===== src/addr_mode_pkg.sv =====
/*
 * Shared types and constants for the operand addressing and instruction class logic.
 * Assumes one 100 MHz clock and an 8-bit memory bus that answers a read one cycle later.
 */
package addr_mode_pkg;

    localparam int          INSTR_COUNT     = 59;
    localparam logic [1:0]  LEN_ONE         = 2'h1;
    localparam logic [1:0]  LEN_TWO         = 2'h2;
    localparam logic [1:0]  LEN_THREE       = 2'h3;
    localparam logic [15:0] PC_STEP_REL     = 16'h0002;
    localparam logic [15:0] PC_STEP_BTB     = 16'h0003;
    localparam logic [15:0] PC_STEP_IMM     = 16'h0001;
    localparam logic [7:0]  PAGE_ZERO_HIGH  = 8'h00;
    localparam logic [15:0] PAGE_ZERO_LAST  = 16'h00FF;
    localparam int          ROM_IN_PAGE_ZERO = 128;
    localparam logic [7:0]  DDR_FIRST       = 8'h04;
    localparam logic [7:0]  DDR_LAST        = 8'h07;
    localparam logic [3:0]  LO_TEST         = 4'hD;
    localparam logic [3:0]  LO_JUMP         = 4'hC;
    localparam logic [3:0]  LO_CALL         = 4'hD;
    localparam logic [3:0]  LO_CMP_INDEX    = 4'h3;
    localparam logic [3:0]  LO_LOAD_INDEX   = 4'hE;
    localparam logic [3:0]  LO_STORE_INDEX  = 4'hF;
    localparam logic [3:0]  LO_BRANCH_CALL  = 4'hD;

    typedef enum logic [3:0] {
        mode_immediate, mode_direct, mode_extended, mode_relative, mode_indexed0,
        mode_indexed8, mode_indexed16, mode_bit_set_clear, mode_bit_test_branch,
        mode_implied
    } mode_type;

    typedef enum logic [2:0] {
        class_register_memory, class_read_modify_write, class_branch,
        class_bit_manipulation, class_control
    } class_type;

    typedef enum logic [2:0] {
        ph_idle, ph_read, ph_capture, ph_modify, ph_write, ph_finish
    } phase_type;

    typedef struct packed {
        logic [7:0] opcode;
        logic [7:0] byte2;
        logic [7:0] byte3;
    } instr_type;

    typedef struct packed {
        mode_type   mode;
        class_type  iclass;
        logic [1:0] length;
        logic       uses_reg;
        logic       uses_index;
        logic       is_test;
        logic       is_jump;
        logic [2:0] bit_index;
        logic       bit_clear;
    } decode_type;

    typedef struct packed {
        logic [15:0] addr;
        logic        rd;
        logic        wr;
        logic [7:0]  wdata;
    } bus_type;

    typedef struct packed {
        logic [15:0] effective_address;
        logic        ea_valid;
        logic [15:0] next_pc;
        logic [1:0]  length;
        logic        carry;
        logic        carry_write;
        logic        branch_taken;
    } result_type;

endpackage


===== src/cpu_address_mode_decoder.sv =====
/*
 * Addressing-mode sequencer: forms effective addresses, sizes instructions and runs the
 * memory side of read/modify/write, bit set/clear and bit test-and-branch instructions.
 * Assumes memory returns read data the cycle after a read strobe and takes writes at once;
 * the register/ALU side supplies the modified byte for general read/modify/write.
 */
`timescale 1ns/10ps
// Operation
// - immediate: operand follows opcode, two bytes
// - direct: second byte addresses page zero
// - extended: two bytes form address, three bytes
// - taken branch: pc plus 2 plus signed offset
// - untaken branch uses zero offset
// - indexed no offset: index is address, one byte
// - indexed 8-bit: byte plus index, two bytes
// - indexed 16-bit: word plus index, three bytes
// - bit set/clear: low bits pick bit
// - bit test-branch: page-zero byte, bit, offset
// - tested bit is copied into carry
// - implied: no address, one byte long
// - read/modify/write stores result to same place
// - test instruction reads but never writes back
// - bit set/clear never writes direction registers
// - ram, io and rom reachable in page zero
// - five instruction classes decoded
// - register/memory pairs register with memory operand
// - jump and call have no register operand
module cpu_address_mode_decoder (
    input  wire logic                       clk,
    input  wire logic                       rstn,
    input  wire logic                       start,
    input  wire addr_mode_pkg::instr_type   instr,
    input  wire logic [15:0]                pc,
    input  wire logic [7:0]                 index,
    input  wire logic                       branch_cond,
    input  wire logic [7:0]                 mem_rdata,
    input  wire logic [7:0]                 rmw_result,
    output addr_mode_pkg::bus_type          bus,
    output addr_mode_pkg::result_type       result,
    output addr_mode_pkg::decode_type       decoded,
    output logic [7:0]                      operand,
    output logic                            busy,
    output logic                            done
);
    import addr_mode_pkg::*;

    typedef struct packed {
        phase_type  phase;
        decode_type dec;
        instr_type  ins;
        logic [15:0] pc;
        logic [7:0] operand;
        bus_type    bus;
        result_type res;
    } core_type;

    core_type   core;
    core_type   next_core;
    decode_type dec_now;

    opcode_classifier u_classifier (
        .opcode (instr.opcode),
        .decode (dec_now)
    );

    function automatic logic [15:0] rel_target(input logic [15:0] base, input logic [15:0] step,
                                               input logic [7:0] rel, input logic taken);
        logic [15:0] offset;
        offset = taken ? {{8{rel[7]}}, rel} : 16'h0000;
        return base + step + offset;
    endfunction

    function automatic logic is_ddr(input logic [15:0] a);
        return (a[15:8] == PAGE_ZERO_HIGH) && (a[7:0] >= DDR_FIRST) && (a[7:0] <= DDR_LAST);
    endfunction

    function automatic logic [15:0] calc_ea(input decode_type d, input instr_type i,
                                            input logic [15:0] p, input logic [7:0] x,
                                            input logic taken);
        logic [15:0] ea;
        ea = 16'h0000;
        unique case (d.mode)
            mode_immediate:       ea = p + PC_STEP_IMM;
            mode_direct,
            mode_bit_set_clear,
            mode_bit_test_branch: ea = {PAGE_ZERO_HIGH, i.byte2};
            mode_extended:        ea = {i.byte2, i.byte3};
            mode_relative:        ea = rel_target(p, PC_STEP_REL, i.byte2, taken);
            mode_indexed0:        ea = {PAGE_ZERO_HIGH, x};
            mode_indexed8:        ea = {PAGE_ZERO_HIGH, x} + {PAGE_ZERO_HIGH, i.byte2};
            mode_indexed16:       ea = {i.byte2, i.byte3} + {PAGE_ZERO_HIGH, x};
            mode_implied:         ea = 16'h0000;
        endcase
        return ea;
    endfunction

    logic       needs_mem;
    logic       bit_now;
    logic       btb_taken;
    logic [7:0] bit_mask;

    assign needs_mem = (dec_now.iclass == class_bit_manipulation)
                       || (dec_now.iclass == class_read_modify_write
                           && dec_now.mode != mode_implied);
    assign bit_mask  = 8'h01 << core.dec.bit_index;
    assign bit_now   = |(mem_rdata & bit_mask);
    assign btb_taken = bit_now ^ core.dec.bit_clear;

    always_comb begin
        next_core = core;
        next_core.bus.rd = 1'b0;
        next_core.bus.wr = 1'b0;
        unique case (core.phase)
            ph_idle: begin
                if (start) begin
                    next_core.dec = dec_now;
                    next_core.ins = instr;
                    next_core.pc  = pc;
                    next_core.res = '0;
                    next_core.res.length = dec_now.length;
                    next_core.res.ea_valid = (dec_now.mode != mode_implied);
                    next_core.res.effective_address =
                        calc_ea(dec_now, instr, pc, index, branch_cond);
                    next_core.res.branch_taken = (dec_now.mode == mode_relative) && branch_cond;
                    next_core.res.next_pc = (dec_now.mode == mode_relative)
                        ? rel_target(pc, PC_STEP_REL, instr.byte2, branch_cond)
                        : pc + {14'h0000, dec_now.length};
                    if (needs_mem) begin
                        next_core.bus.addr = calc_ea(dec_now, instr, pc, index, 1'b0);
                        next_core.bus.rd   = 1'b1;
                        next_core.phase    = ph_read;
                    end else begin
                        next_core.phase = ph_finish;
                    end
                end
            end
            ph_read: begin
                next_core.phase = ph_capture;
            end
            ph_capture: begin
                next_core.operand = mem_rdata;
                if (core.dec.mode == mode_bit_test_branch) begin
                    next_core.res.carry        = bit_now;
                    next_core.res.carry_write  = 1'b1;
                    next_core.res.branch_taken = btb_taken;
                    next_core.res.next_pc = rel_target(core.pc, PC_STEP_BTB,
                                                       core.ins.byte3, btb_taken);
                    next_core.phase = ph_finish;
                end else if (core.dec.mode == mode_bit_set_clear) begin
                    if (is_ddr(core.bus.addr)) begin
                        next_core.phase = ph_finish;
                    end else begin
                        next_core.bus.wdata = core.dec.bit_clear ? (mem_rdata & ~bit_mask)
                                                                 : (mem_rdata | bit_mask);
                        next_core.bus.wr = 1'b1;
                        next_core.phase  = ph_write;
                    end
                end else begin
                    next_core.phase = ph_modify;
                end
            end
            ph_modify: begin
                if (core.dec.is_test) begin
                    next_core.phase = ph_finish;
                end else begin
                    next_core.bus.wdata = rmw_result;
                    next_core.bus.wr    = 1'b1;
                    next_core.phase     = ph_write;
                end
            end
            ph_write: begin
                next_core.phase = ph_finish;
            end
            ph_finish: begin
                next_core.phase = ph_idle;
            end
        endcase
    end

    always_ff @(posedge clk or negedge rstn) begin
        if (!rstn) begin
            core <= '0;
        end else begin
            core <= next_core;
        end
    end

    assign bus     = core.bus;
    assign result  = core.res;
    assign decoded = core.dec;
    assign operand = core.operand;
    assign busy    = (core.phase != ph_idle);
    assign done    = (core.phase == ph_finish);
endmodule


===== src/opcode_classifier.sv =====
/*
 * Combinational opcode classifier: addressing mode, class, length and operand flags.
 * Assumes the opcode is stable for the cycle in which it is read.
 */
`timescale 1ns/10ps
module opcode_classifier (
    input  wire logic [7:0]                opcode,
    output addr_mode_pkg::decode_type       decode
);
    import addr_mode_pkg::*;

    logic [3:0] hi;
    logic [3:0] lo;

    assign hi = opcode[7:4];
    assign lo = opcode[3:0];

    always_comb begin
        decode            = '0;
        decode.mode       = mode_implied;
        decode.iclass     = class_control;
        decode.length     = LEN_ONE;
        decode.bit_index  = opcode[2:0];
        decode.bit_clear  = opcode[3];
        unique case (hi)
            4'h0: begin
                decode.mode   = mode_bit_test_branch;
                decode.iclass = class_bit_manipulation;
                decode.length = LEN_THREE;
            end
            4'h1: begin
                decode.mode   = mode_bit_set_clear;
                decode.iclass = class_bit_manipulation;
                decode.length = LEN_TWO;
            end
            4'h2: begin
                decode.mode   = mode_relative;
                decode.iclass = class_branch;
                decode.length = LEN_TWO;
            end
            4'h3, 4'h6: begin
                decode.mode   = (hi == 4'h3) ? mode_direct : mode_indexed8;
                decode.iclass = class_read_modify_write;
                decode.length = LEN_TWO;
            end
            4'h4, 4'h5: begin
                decode.iclass = class_read_modify_write;
            end
            4'h7: begin
                decode.mode   = mode_indexed0;
                decode.iclass = class_read_modify_write;
            end
            4'h8, 4'h9: begin
                decode.iclass = class_control;
            end
            4'hA: begin
                if (lo == LO_BRANCH_CALL) begin
                    decode.mode   = mode_relative;
                    decode.iclass = class_branch;
                end else begin
                    decode.mode   = mode_immediate;
                    decode.iclass = class_register_memory;
                end
                decode.length = LEN_TWO;
            end
            4'hB: begin
                decode.mode   = mode_direct;
                decode.iclass = class_register_memory;
                decode.length = LEN_TWO;
            end
            4'hC: begin
                decode.mode   = mode_extended;
                decode.iclass = class_register_memory;
                decode.length = LEN_THREE;
            end
            4'hD: begin
                decode.mode   = mode_indexed16;
                decode.iclass = class_register_memory;
                decode.length = LEN_THREE;
            end
            4'hE: begin
                decode.mode   = mode_indexed8;
                decode.iclass = class_register_memory;
                decode.length = LEN_TWO;
            end
            4'hF: begin
                decode.mode   = mode_indexed0;
                decode.iclass = class_register_memory;
            end
        endcase
        decode.is_test = (decode.iclass == class_read_modify_write) && (lo == LO_TEST);
        decode.is_jump = (decode.iclass == class_register_memory)
                         && (lo == LO_JUMP || lo == LO_CALL);
        decode.uses_reg = (decode.iclass == class_register_memory) && !decode.is_jump;
        decode.uses_index = decode.uses_reg
                            && (lo == LO_CMP_INDEX || lo == LO_LOAD_INDEX
                                || lo == LO_STORE_INDEX);
    end

endmodule


===== config.mk =====
export PLATFORM = sky130hd
export DESIGN_NAME = cpu_address_mode_decoder
export DESIGN_NICKNAME = d
export VERILOG_FILES = /design/src/addr_mode_pkg.sv /design/src/cpu_address_mode_decoder.sv /design/src/opcode_classifier.sv
export SDC_FILE = /design/constraint.sdc
export NUM_CORES = 1
export LEC_CHECK = 0
export ABC_CLOCK_PERIOD_IN_PS = 4510
export BUFFER_PORTS_ARGS = -buffer_cell sky130_fd_sc_hd__buf_2
export CAP_MARGIN = 0
export CORE_MARGIN = 5
export CORE_UTILIZATION = 58
export CTS_BUF_LIST = sky130_fd_sc_hd__clkbuf_16
export CTS_CLUSTER_DIAMETER = 30
export DETAILED_ROUTE_END_ITERATION = 16
export PLACE_DENSITY_LB_ADDON = 0.12
export SYNTH_ARGS = -nofsm -noshare
export SYNTH_HDL_FRONTEND = slang
export SYNTH_HIERARCHICAL = 1
export SYNTH_SLANG_ARGS = --single-unit
export TNS_END_PERCENT = 10

===== constraint.sdc =====
create_clock -name clk -period 4.51 [get_ports clk]
set_input_delay 0.6765 -clock clk [delete_from_list [all_inputs] [get_ports clk]]
set_output_delay 0.6765 -clock clk [all_outputs]
set_load 0.05 [all_outputs]

# Yosys cells after proc, flatten, opt, wreduce, memory -nomap -nowiden
# Index checks and enable logic that the tools add are counted.
# W data, S select, Z words.
dict set report word_totals {
  regBits 130
  inputBits 68
  out_inout_bits 91
  elab_cells 152
}
dict set report op_classes {
  addsub 8
  magnitude_cmp 2
  n_eq_ne 45
  shifts 1
  n_mux 31
  n_bitwise 5
  n_reduce_logical 35
}
# op n
set op_table {}
lappend op_table {{$pmux W16 S8} 2}
lappend op_table {{$mux W16} 4}
lappend op_table {{$eq A4 B4 Y1 const B} 15}
lappend op_table {{$mux W60} 1}
lappend op_table {{$pmux W4 S10} 1}
lappend op_table {{$eq A4 B3 Y1 const B} 9}
lappend op_table {{$mux W9} 4}
lappend op_table {{$pmux W3 S6} 2}
lappend op_table {{$add A16 B16 Y16} 2}
lappend op_table {{$add A16 B2 Y16 const B} 2}
lappend op_table {{$pmux W16 S2} 1}
lappend op_table {{$mux W21} 1}
lappend op_table {{$eq A4 B2 Y1 const B} 5}
lappend op_table {{$pmux W9 S2} 1}
lappend op_table {{$add A16 B1 Y16 const B} 1}
lappend op_table {{$add A16 B2 Y16} 1}
lappend op_table {{$add A16 B8 Y16} 1}
lappend op_table {{$and A8 B8 Y8} 2}
lappend op_table {{$mux W3} 5}
lappend op_table {{$ne A2 B2 Y1 const B} 6}
lappend op_table {{$reduce_or A5 Y1} 2}
lappend op_table {{$add A8 B8 Y9} 1}
lappend op_table {{$eq A3 B2 Y1 const B} 3}
lappend op_table {{$eq A4 B1 Y1 const B} 2}
lappend op_table {{other kinds (29)} 53}

# Longest topological paths before layout
# Gate-level depths: netlist of the first run.
dict set report depth {
  ltp_word 10
  depth_mapped 18
}

# Hierarchy
# Netlist of the first run, hierarchy kept.
# mod n_inst cells_each area_per_inst_um2 seq_area_each_um2
set modules_own_cells {}
lappend modules_own_cells {cpu_address_mode_decoder 1 1143 9341.5 2852.7}
lappend modules_own_cells {opcode_classifier 1 45 280.3 0.0}

# Least setup slack after synthesis of the first run
# Ideal clock, no wire load.
dict set report synth_timing {
  path_kind {in2reg}
  start {input mem_rdata[6]}
  end {register core (netlist bit result[17])}
  setup_ps 135
  arrival_time_ps 3828
  required_ps 4375
  slack_ps 547
  path_stages 14
  n_path_buf 1
  path_cell_list {mux4_1 mux2i_4 xnor2_2 clkbuf_1 and2_1 ha_1 ha_1 a211oi_1 nor4_1 nor4_1 o21ai_0 xor2_1 a221oi_1 o31ai_1}
}
dict set report synth_via {
  elab_chain_cells 7
}
# element line
set synth_rtl {}
lappend synth_rtl {{from (decl)} cpu_address_mode_decoder.sv:36} ;# input wire logic [7:0] mem_rdata,
lappend synth_rtl {{$and A8 B8 Y8} cpu_address_mode_decoder.sv:106} ;# assign bit_now = |(mem_rdata & bit_mask);
lappend synth_rtl {{$reduce_or A8 Y1} cpu_address_mode_decoder.sv:106}
lappend synth_rtl {{$xor A1 B1 Y1} cpu_address_mode_decoder.sv:107} ;# assign btb_taken = bit_now ^ core.dec.bit_clear;
lappend synth_rtl {{$mux W16} cpu_address_mode_decoder.sv:69} ;# offset = taken ? {{8{rel[7]}}, rel} : 16'h0000;
lappend synth_rtl {{$add A16 B16 Y16} cpu_address_mode_decoder.sv:70} ;# return base + step + offset;
lappend synth_rtl {{$mux W16} cpu_address_mode_decoder.sv:142} ;# if (core.dec.mode == mode_bit_test_branch) begin
lappend synth_rtl {{$pmux W16 S2} cpu_address_mode_decoder.sv:113} ;# unique case (core.phase)
lappend synth_rtl {{to (signal assigned)} cpu_address_mode_decoder.sv:184} ;# core <= next_core;
lappend synth_rtl {{to (decl)} cpu_address_mode_decoder.sv:57} ;# core_type core;
# No other way between the ends. The select of a mux whose other input is x is not followed.
# A chain may end at the register's enable or synchronous reset.

# Worst setup path after layout of the first run
dict set report layout_timing {
  start {register core (netlist bit decoded[2])}
  end {register core (netlist bit result[17])}
}
dict set report layout_via {
  elab_chain_cells 8
}
# element line
set layout_rtl {}
lappend layout_rtl {{$shl A1 B3 Y8} cpu_address_mode_decoder.sv:105} ;# assign bit_mask = 8'h01 << core.dec.bit_index;
lappend layout_rtl {{$and A8 B8 Y8} cpu_address_mode_decoder.sv:106}
lappend layout_rtl {{$reduce_or A8 Y1} cpu_address_mode_decoder.sv:106}
lappend layout_rtl {{$xor A1 B1 Y1} cpu_address_mode_decoder.sv:107}
lappend layout_rtl {{$mux W16} cpu_address_mode_decoder.sv:69}
lappend layout_rtl {{$add A16 B16 Y16} cpu_address_mode_decoder.sv:70}
lappend layout_rtl {{$mux W16} cpu_address_mode_decoder.sv:142}
lappend layout_rtl {{$pmux W16 S2} cpu_address_mode_decoder.sv:113}
# No other way between the ends. The select of a mux whose other input is x is not followed.

==> results.env, run 1 <==
SYNTH_EDF_COUNT=0
FMAX_MHz=238
CRIT_ARRIVAL_NS=4.48
DETAIL_ROUTE.DRC_VIOLATIONS=0
SYNTHDOMINANTCELLAREASHARE_PCT=29.6
TIMING.SLEW.HEADROOM_PCT=34.3
INTERNAL_POWER_mW=3.87
SYNTH_COMMONEST_CELLS='nand2_1 (221), dfrtp_1 (114), buf_4 (93)'
DP_HPWL_MM=21.2
FLOORPLAN.INITIALDENSITY_PCT=58.6
CTS_INSERTED_BUFFERS=17
CLKTRANSATPATHREGS_NS=0.06
POST_DETAILED_ROUTE_COUNT_OF_ANTENNA_VIOLATING_NETS=0
DIE_W_UM=139
FINALNETCOUNT=1356
UNREPAIRED_SETUP_ENDPOINTS_AFTER_GLOBAL_ROUTING='false'
NET-SWITCHING-POWER_mW=3.94
YS_SEQ_ELEMENTS=114
YOSYS_SYNTHESIS_WARNING_COUNT=6
FIN_WORST_HOLD_SLACK_NS=0.308
SYNTH.LARGEST_AREA_CELL='dfrtp_1'
SYN2LAYOUT_AREA_GROWTH_PCT=9.35
DETAIL_ROUTE.VIAS_PER_CELL=5.94
PATH_CELLS='mux4_1 > mux2i_4 > xnor2_2 > and2_1 > ha_1 > ha_1 > a211oi_1 > nor4_1 > nor4_1 > o21ai_0 > xor2_1 > a221oi_1 > o31ai_1'
CRITICAL_PATH_PEAK_FANOUT=12
WORSTHOLDPATHTYPE='input pin to asynchronous set/reset pin'
SYNTHDISTINCTLIBCELLS=74
DETAIL_ROUTE.WL_PER_CELL_UM=19.1
FINALWEIGHTEDCONGESTION=0.952
TOPROUTINGLAYERUSED='met4'
TIMING.FINAL.HOLD_VIOLATIONS=0
ROUTE.LAYER.MET1.WL_MM=12.5
P_COMB_SHARE_PCT=56.4
N_FILL_CELL=1467
NETLIST_AREA_MM2=0.00962
NUM_VIAS=8654
NUMCLOCKSINKS=114
MAXSLEWVIOLCOUNT=0
FINAL_DESIGN_AREA_NO_FILL_MM2=0.0105
MAX_CAP_VIOLATIONS=0
WL_MET2_MM=12.3
CTS_TREE='built'
DRT_FIRST_ITER_VIOLATIONS=727
WORSTSKEWPAIRLATENCY_NS=0.42
FINAL.SETUP.WORST_SLACK_NS=0.315
TIGHTESTPINTRANSITION_NS=0.978
RR_WORST_DEPTH=13
GLOBALROUTE.TOTALOVERFLOW=0
FIRST_PASS_ITERS=6
CTS_MAX_LEVEL=4
SYNTH.NET_COUNT=1319
P_LEAK_nW=5.04
FINAL.PERIOD_UTILIZATION_PCT=93.0
COUNT_OF_ANTENNA_DIODES_IN_THE_LAYOUT=0
CLOCKBUFFERDEPTH=2
CLOCKROOTBUFFER='clkbuf_16'
REPORT.FINAL.SETUP_VIOL=0
TOP_LEVEL_PORTS=159
SEQ_AREA_FRAC_SYNTH_PCT=29.6
YS_ASYNC_SR_FRACTION_PCT=100
SYNTH.TOP_CELLS.BY_AREA='dfrtp_1 (30%), nand2_1 (8.6%), ha_1 (7.5%)'
HEIGHT_OF_THE_DIE_UM=139
R2R-START='decoded[2]$_DFFE_PN0P_'
SWSHARE_PCT=50.5
CRITICAL_PATH.MAX_STAGE_DELAY_NS=0.65
PERIOD_NEEDED_NS=4.19
SEQ_POWER_SHARE_PCT=24.1
TIMING.CRITICAL_PATH.SLOWEST_STAGE_CELL='mux4_1'
IO_BUFFERS=158
POST_CTS_HOLD_BUFFER_COUNT=0
GRT_PASS1_VIAS=8273
SYNTH_MOST_COMMON_CELL='nand2_1'
FINAL.SETUP.TNS_NS=0
SYN_AREA_PER_CELL_UM2=8.10
CORE_AREA_MM2=0.0164
REGTOREGSETUPSLACK_NS=0.32
ANTENNA_FOUND_INITIAL=0
R2R-END='result[17]$_DFFE_PN0P_'
DPL-INSTANCE-AREA_MM2=0.00987
CLKPWRFRAC_PCT=19.5
SYN-INSTANCE-COUNT=1188
CRITPATHLAUNCHTYPE='flop'
MAX_RAIL_DROP_VDD_mV=0.423
MET3_WIRELENGTH_MM=2.44
YOSYS_MOST_USED_DFF='dfrtp_1'
FINCLKSKEW_NS=0.00657
ROW_COUNT=47
FP.DIEAREA_MM2=0.0193
FINALCOREUTILIZATION_PCT=64.1
CTSRESIZECOUNT=0
WORST_EP_REQUIRED_TIME_NS=4.80
DRT-TOTAL-WL_MM=27.8
DP_SLACK_NS=0.195
POWER_DENSITY_mW_PER_MM2=743
DRIVE_GT1_SHARE_PCT=18.4
POST_CTS_BUFFERS=0
RUN_STATUS='finished clean'
GRT_FIRST_PASS_WIRELENGTH_MM=45.1
CP-END-KIND='flop'
CRITICALPATHCATEGORY='flop to flop'
GRT_START_MAX_NET_PINS=60
GRT_UTIL_ALL_LAYERS_PCT=28.7
per-layer routing:
layer / vias up / GRT usage (%)
li1: 4166 / -
met1: 4088 / 41.3
met2: 364 / 43.5
met3: 36 / 7.03
met4: 0 / 7.31
met5: - / 0
worst max-delay path by stage:
stage	slack, ns	depth (start not counted)	from	endpoint
after floorplan	0.55	14	mem_rdata[6]	result[17]$_DFFE_PN0P_
after global placement	0.34	14	mem_rdata[6]	result[17]$_DFFE_PN0P_
after detailed placement	0.20	14	mem_rdata[6]	result[17]$_DFFE_PN0P_
after CTS	0.31	13	decoded[2]$_DFFE_PN0P_	result[17]$_DFFE_PN0P_
after global routing	0.03	13	decoded[2]$_DFFE_PN0P_	result[17]$_DFFE_PN0P_
final	0.32	13	decoded[2]$_DFFE_PN0P_	result[17]$_DFFE_PN0P_
worst max-delay path, delay by kind of cell, from the launching register on:
family	cells	cell delay, ns
AOI/OAI and AO/OA	4	0.89
xor gates and xnor gates	2	0.35
adders and majority gates	2	0.63
DFF	1	0.54
muxes	2	0.85
and+or+nand+nor	3	0.80
logic make-up (layout without fill, tap and decap cells):
| logic type | Yosys count | count (layout) | synth area share [%] |
|---|---|---|---|
| mux | 12 | 12 | 1.70 |
| simple gates | 452 | 452 | 21.3 |
| buf+inv | 180 | 230 | 11.0 |
| compound gates | 275 | 275 | 19.2 |
| xor+xnor | 92 | 92 | 8.53 |
| flops | 114 | 114 | 29.6 |
| fa+ha+maj | 63 | 63 | 8.58 |
per-stage QoR:
step | power, mW | cells
5_1_grt | 8.33 | 1458
6_report | 7.82 | 1458
4_1_cts | 7.84 | 1458
3_5_place_dp | 6.28 | 1426
2_1_floorplan | 5.77 | 1188
3_3_place_gp | 6.22 | 1426
cell type report:
| type | count | area [um^2] | area share (%) |
|---|---|---|---|
| Sequential cell | 114 | 2850 | 27.1 |
| Multi-Input combinational cell | 894 | 5720 | 54.4 |
| Timing Repair Buffer | 174 | 926 | 8.80 |
| Clock buffer | 17 | 425 | 4.04 |
| Tap cell | 220 | 275 | 2.62 |
| Clock inverter | 15 | 230 | 2.19 |
| Inverter | 24 | 90.1 | 0.856 |
state kept, by name, indices dropped and copies added (netlist names):
name	cells
bus	26
core	27
decoded	15
operand	8
result	38
power groups by stage:
stage	clock network [mW]	logic [mW]	registers (mW)
after CTS	1.54	4.42	1.88
after detailed placement	0	4.39	1.89
after global placement	0	4.34	1.88
final	1.52	4.41	1.88
after floorplan	0	4.03	1.74
after global routing	1.59	4.79	1.95
cells in the final DEF, fill, tap and decap left out, types with 6 or more instances in the layout:
master | synthesis | layout
a211oi_1 | 10 | 10
a21o_1 | 19 | 19
a21oi_1 | 80 | 80
a221o_1 | 14 | 14
a221oi_1 | 10 | 10
a31oi_1 | 9 | 9
and2_1 | 19 | 18
and3_1 | 10 | 10
buf_2 | 9 | 157
buf_4 | 93 | 16
clkbuf_16 | 0 | 17
dfrtp_1 | 114 | 114
ha_1 | 58 | 58
inv_1 | 24 | 25
mux2i_1 | 7 | 7
nand2_1 | 221 | 220
nand2b_1 | 11 | 11
nand3_1 | 20 | 20
nand4_1 | 14 | 14
nor2_1 | 88 | 87
nor2b_1 | 6 | 6
nor3_1 | 20 | 19
nor4_1 | 6 | 6
o211ai_1 | 10 | 10
o21a_1 | 11 | 11
o21ai_0 | 45 | 45
o22a_1 | 12 | 12
o31ai_1 | 7 | 7
or3_1 | 10 | 10
xnor2_1 | 42 | 42
xor2_1 | 48 | 48
Power figures use the tool's default switching activity.
==> inputs of run 2 (changes only) <==
--- a/config.mk
+++ b/config.mk
@@ -14,6 +14,7 @@
 export CTS_CLUSTER_DIAMETER = 30
 export DETAILED_ROUTE_END_ITERATION = 16
 export PLACE_DENSITY_LB_ADDON = 0.12
+export RECOVER_POWER = 100
 export SYNTH_ARGS = -nofsm -noshare
 export SYNTH_HDL_FRONTEND = slang
 export SYNTH_HIERARCHICAL = 1
==> run 2 against run 1 <==
  * The run now ends with capacitance limit, slew limit left
  * Sequential share of layout area rose by 0.38 points
  * Utilization decreased by 0.88 points
  * Cell count unchanged
  * Clock-buffer cell count is the same
  * Sequential power barely moved
  * Fmax barely moved
  * Die area unchanged
  * Non-clock buffer count unchanged
  * Design area decreased by 1.4%
  * Worst hold slack better by 0.16 ns
  * Wire length grew 0.40%
  * First-iteration DRC count shrank 8.5%
  * Critical path type unchanged
  * Largest cell class unchanged
==> results.env, run 2 (synthesis results as in run 1) <==
FINCLKSKEW_NS=0.00678
CRITPATHLAUNCHTYPE='flop'
GLOBALROUTE.TOTALOVERFLOW=0
DRT_FIRST_ITER_VIOLATIONS=665
AREA_USED_BY_MULTI_INPUT_COMBINATIONAL_LOGIC_MM2=0.00572
CLOCKROOTBUFFER='clkbuf_16'
WORSTHOLDPATHTYPE='flop to flop'
GRT-BUSIEST-LAYER='met2'
DETAIL_ROUTE.DRC_VIOLATIONS=0
GRT_START_MAX_NET_PINS=60
DETAIL_ROUTE.WL_PER_CELL_UM=19.1
N_FILL_CELL=1535
CP_NUM_BUF_INV=0
ROW_COUNT=47
CTS_MAX_LEVEL=4
MAX_CAP_VIOLATIONS=2
COUNT_OF_ANTENNA_DIODES_IN_THE_LAYOUT=0
DETAIL_ROUTE.VIAS_PER_CELL=5.93
TIMING.SLEW.HEADROOM_PCT=-117
CRITICALPATHCATEGORY='flop to flop'
DPL-INSTANCE-AREA_MM2=0.00987
PATH_CELLS='mux4_1 > mux2i_4 > xnor2_2 > and2_0 > ha_1 > ha_1 > a211oi_1 > nor4_1 > nor4_1 > o21ai_0 > xor2_1 > a221oi_1 > o31ai_1'
POST_CTS_BUFFERS=0
R2R-START='decoded[2]$_DFFE_PN0P_'
FINAL.PERIOD_UTILIZATION_PCT=93.0
POST_CTS_HOLD_BUFFER_COUNT=0
HOLD_START='decoded[4]$_DFFE_PN0P_'
HEIGHT_OF_THE_DIE_UM=139
MET2_USAGE_PCT=43.5
DP_HPWL_MM=21.2
GRT_PASS1_VIAS=8273
GRT_UTIL_ALL_LAYERS_PCT=28.7
FINAL_CELL_MIX='nand2_1 (221), dfrtp_1 (114), clkbuf_1 (99)'
FAILED_CHECKS='capacitance limit, slew limit'
RUN_STATUS='complete, but fails checks'
GLOBAL_ROUTE.USAGE.MET3_PCT=7.03
MAX_RAIL_DROP_VDD_mV=0.392
FINAL.SETUP.TNS_NS=0
GRT_FIRST_PASS_WIRELENGTH_MM=45.1
FLOORPLAN.INITIALDENSITY_PCT=58.6
LARGEST_REGISTER_FF_COUNT=38
TIMING.FINAL.HOLD_VIOLATIONS=0
POWER_DENSITY_mW_PER_MM2=744
NUM_VIAS=8652
DRT-TOTAL-WL_MM=27.9
FP.DIEAREA_MM2=0.0193
CRIT_ARRIVAL_NS=4.48
PERIOD_NEEDED_NS=4.20
FINAL-SEQ-AREA_MM2=0.00285
DRIVE_GT1_SHARE_PCT=10.3
IO_BUFFERS=158
TIMING.CRITICAL_PATH.SLOWEST_STAGE_CELL='mux4_1'
CP-END-KIND='flop'
MAXSLEWVIOLCOUNT=92
TIGHTESTPINTRANSITION_NS=3.25
KIND_OF_CELL_ADDING_THE_MOST_DELAY_TO_THE_CRITICAL_PATH='compound AO/OA/AOI/OAI gates'
FINALNETCOUNT=1356
WORSTSKEWPAIRLATENCY_NS=0.42
FIN_WORST_HOLD_SLACK_NS=0.472
TOP_LEVEL_PORTS=159
MOST_FREQUENT_STANDARD_CELL_IN_THE_LAYOUT_EXCLUDING_FILL_AND_TAP_CELLS='nand2_1'
ANTENNA_FOUND_INITIAL=0
FINALWEIGHTEDCONGESTION=0.952
CTS_INSERTED_BUFFERS=17
CTSRESIZECOUNT=0
MET1_USAGE_PCT=41.3
CRITICAL_PATH_PEAK_FANOUT=12
POST_DETAILED_ROUTE_COUNT_OF_ANTENNA_VIOLATING_NETS=0
REPORT.FINAL.SETUP_VIOL=0
CTS_TREE='built'
P_TOTAL_mW=7.72
CLKTRANSATPATHREGS_NS=0.06
CRITICAL_PATH.MAX_STAGE_DELAY_NS=0.65
P_LEAK_nW=4.73
NUMCLOCKSINKS=114
STARTPOINT='decoded[2]$_DFFE_PN0P_'
SYN2LAYOUT_AREA_GROWTH_PCT=7.84
FINAL_DESIGN_AREA_NO_FILL_MM2=0.0104
FIRST_PASS_ITERS=7
WORST_EP_REQUIRED_TIME_NS=4.80
CLOCKBUFFERDEPTH=2
UNREPAIRED_SETUP_ENDPOINTS_AFTER_GLOBAL_ROUTING='false'
CORE_AREA_MM2=0.0164
DIE_W_UM=139
FMAX_MHz=238
-- run 2: area by class of cell --
cell class | instances | area share (%)
Timing Repair Buffer | 174 | 7.56
Clock inverter | 15 | 2.22
Clock buffer | 17 | 4.10
Inverter | 24 | 0.868
Multi-Input combinational cell | 894 | 55.1
Sequential cell | 114 | 27.5
Tap cell | 220 | 2.65
-- run 2: final timing paths --
| path | end | slack [ns] | depth (start not counted) |
|---|---|---|---|
| max in group asynchronous | result[2]$_DFFE_PN0P_ | 1.09 | 2 |
| min reg2reg | decoded[4]$_DFFE_PN0P_ | 0.47 | 2 |
| max reg2reg | result[17]$_DFFE_PN0P_ | 0.31 | 13 |
| min in group asynchronous | result[19]$_DFFE_PN0P_ | 1.32 | 1 |
| max | result[17]$_DFFE_PN0P_ | 0.31 | 13 |
| min | decoded[4]$_DFFE_PN0P_ | 0.47 | 2 |
-- run 2: metal layers --
| metal | up-vias | part of all wire, % |
|---|---|---|
| met1 | 4088 | 46 |
| li1 | 4170 | - |
| met4 | 0 | 2.0 |
| met3 | 30 | 8.3 |
| met2 | 364 | 44 |
| met5 | - | 0 |
-- run 2: per-stage QoR --
stage / util [%] / setup slack [ns] / std cells
after floorplan: - / 0.547 / 1188
after detailed placement: 60.1 / 0.195 / 1426
after CTS: 64.1 / 0.307 / 1458
after global placement: 60.1 / 0.336 / 1426
after global routing: 63.2 / 0.0190 / 1458
final: 63.2 / 0.314 / 1458
-- run 2: worst min-delay path, stage by stage (launching register included) --
cell,delay (ns)
dfrtp_1,0.34
nand2_1,0.05
nand2_1,0.05
-- run 2: where the power goes --
group          leakage [nW]  switching (mW)  internal (mW)
Sequential             1.40           0.390           1.51
Combinational          3.01            3.03           1.26
Clock                 0.322           0.536          0.988
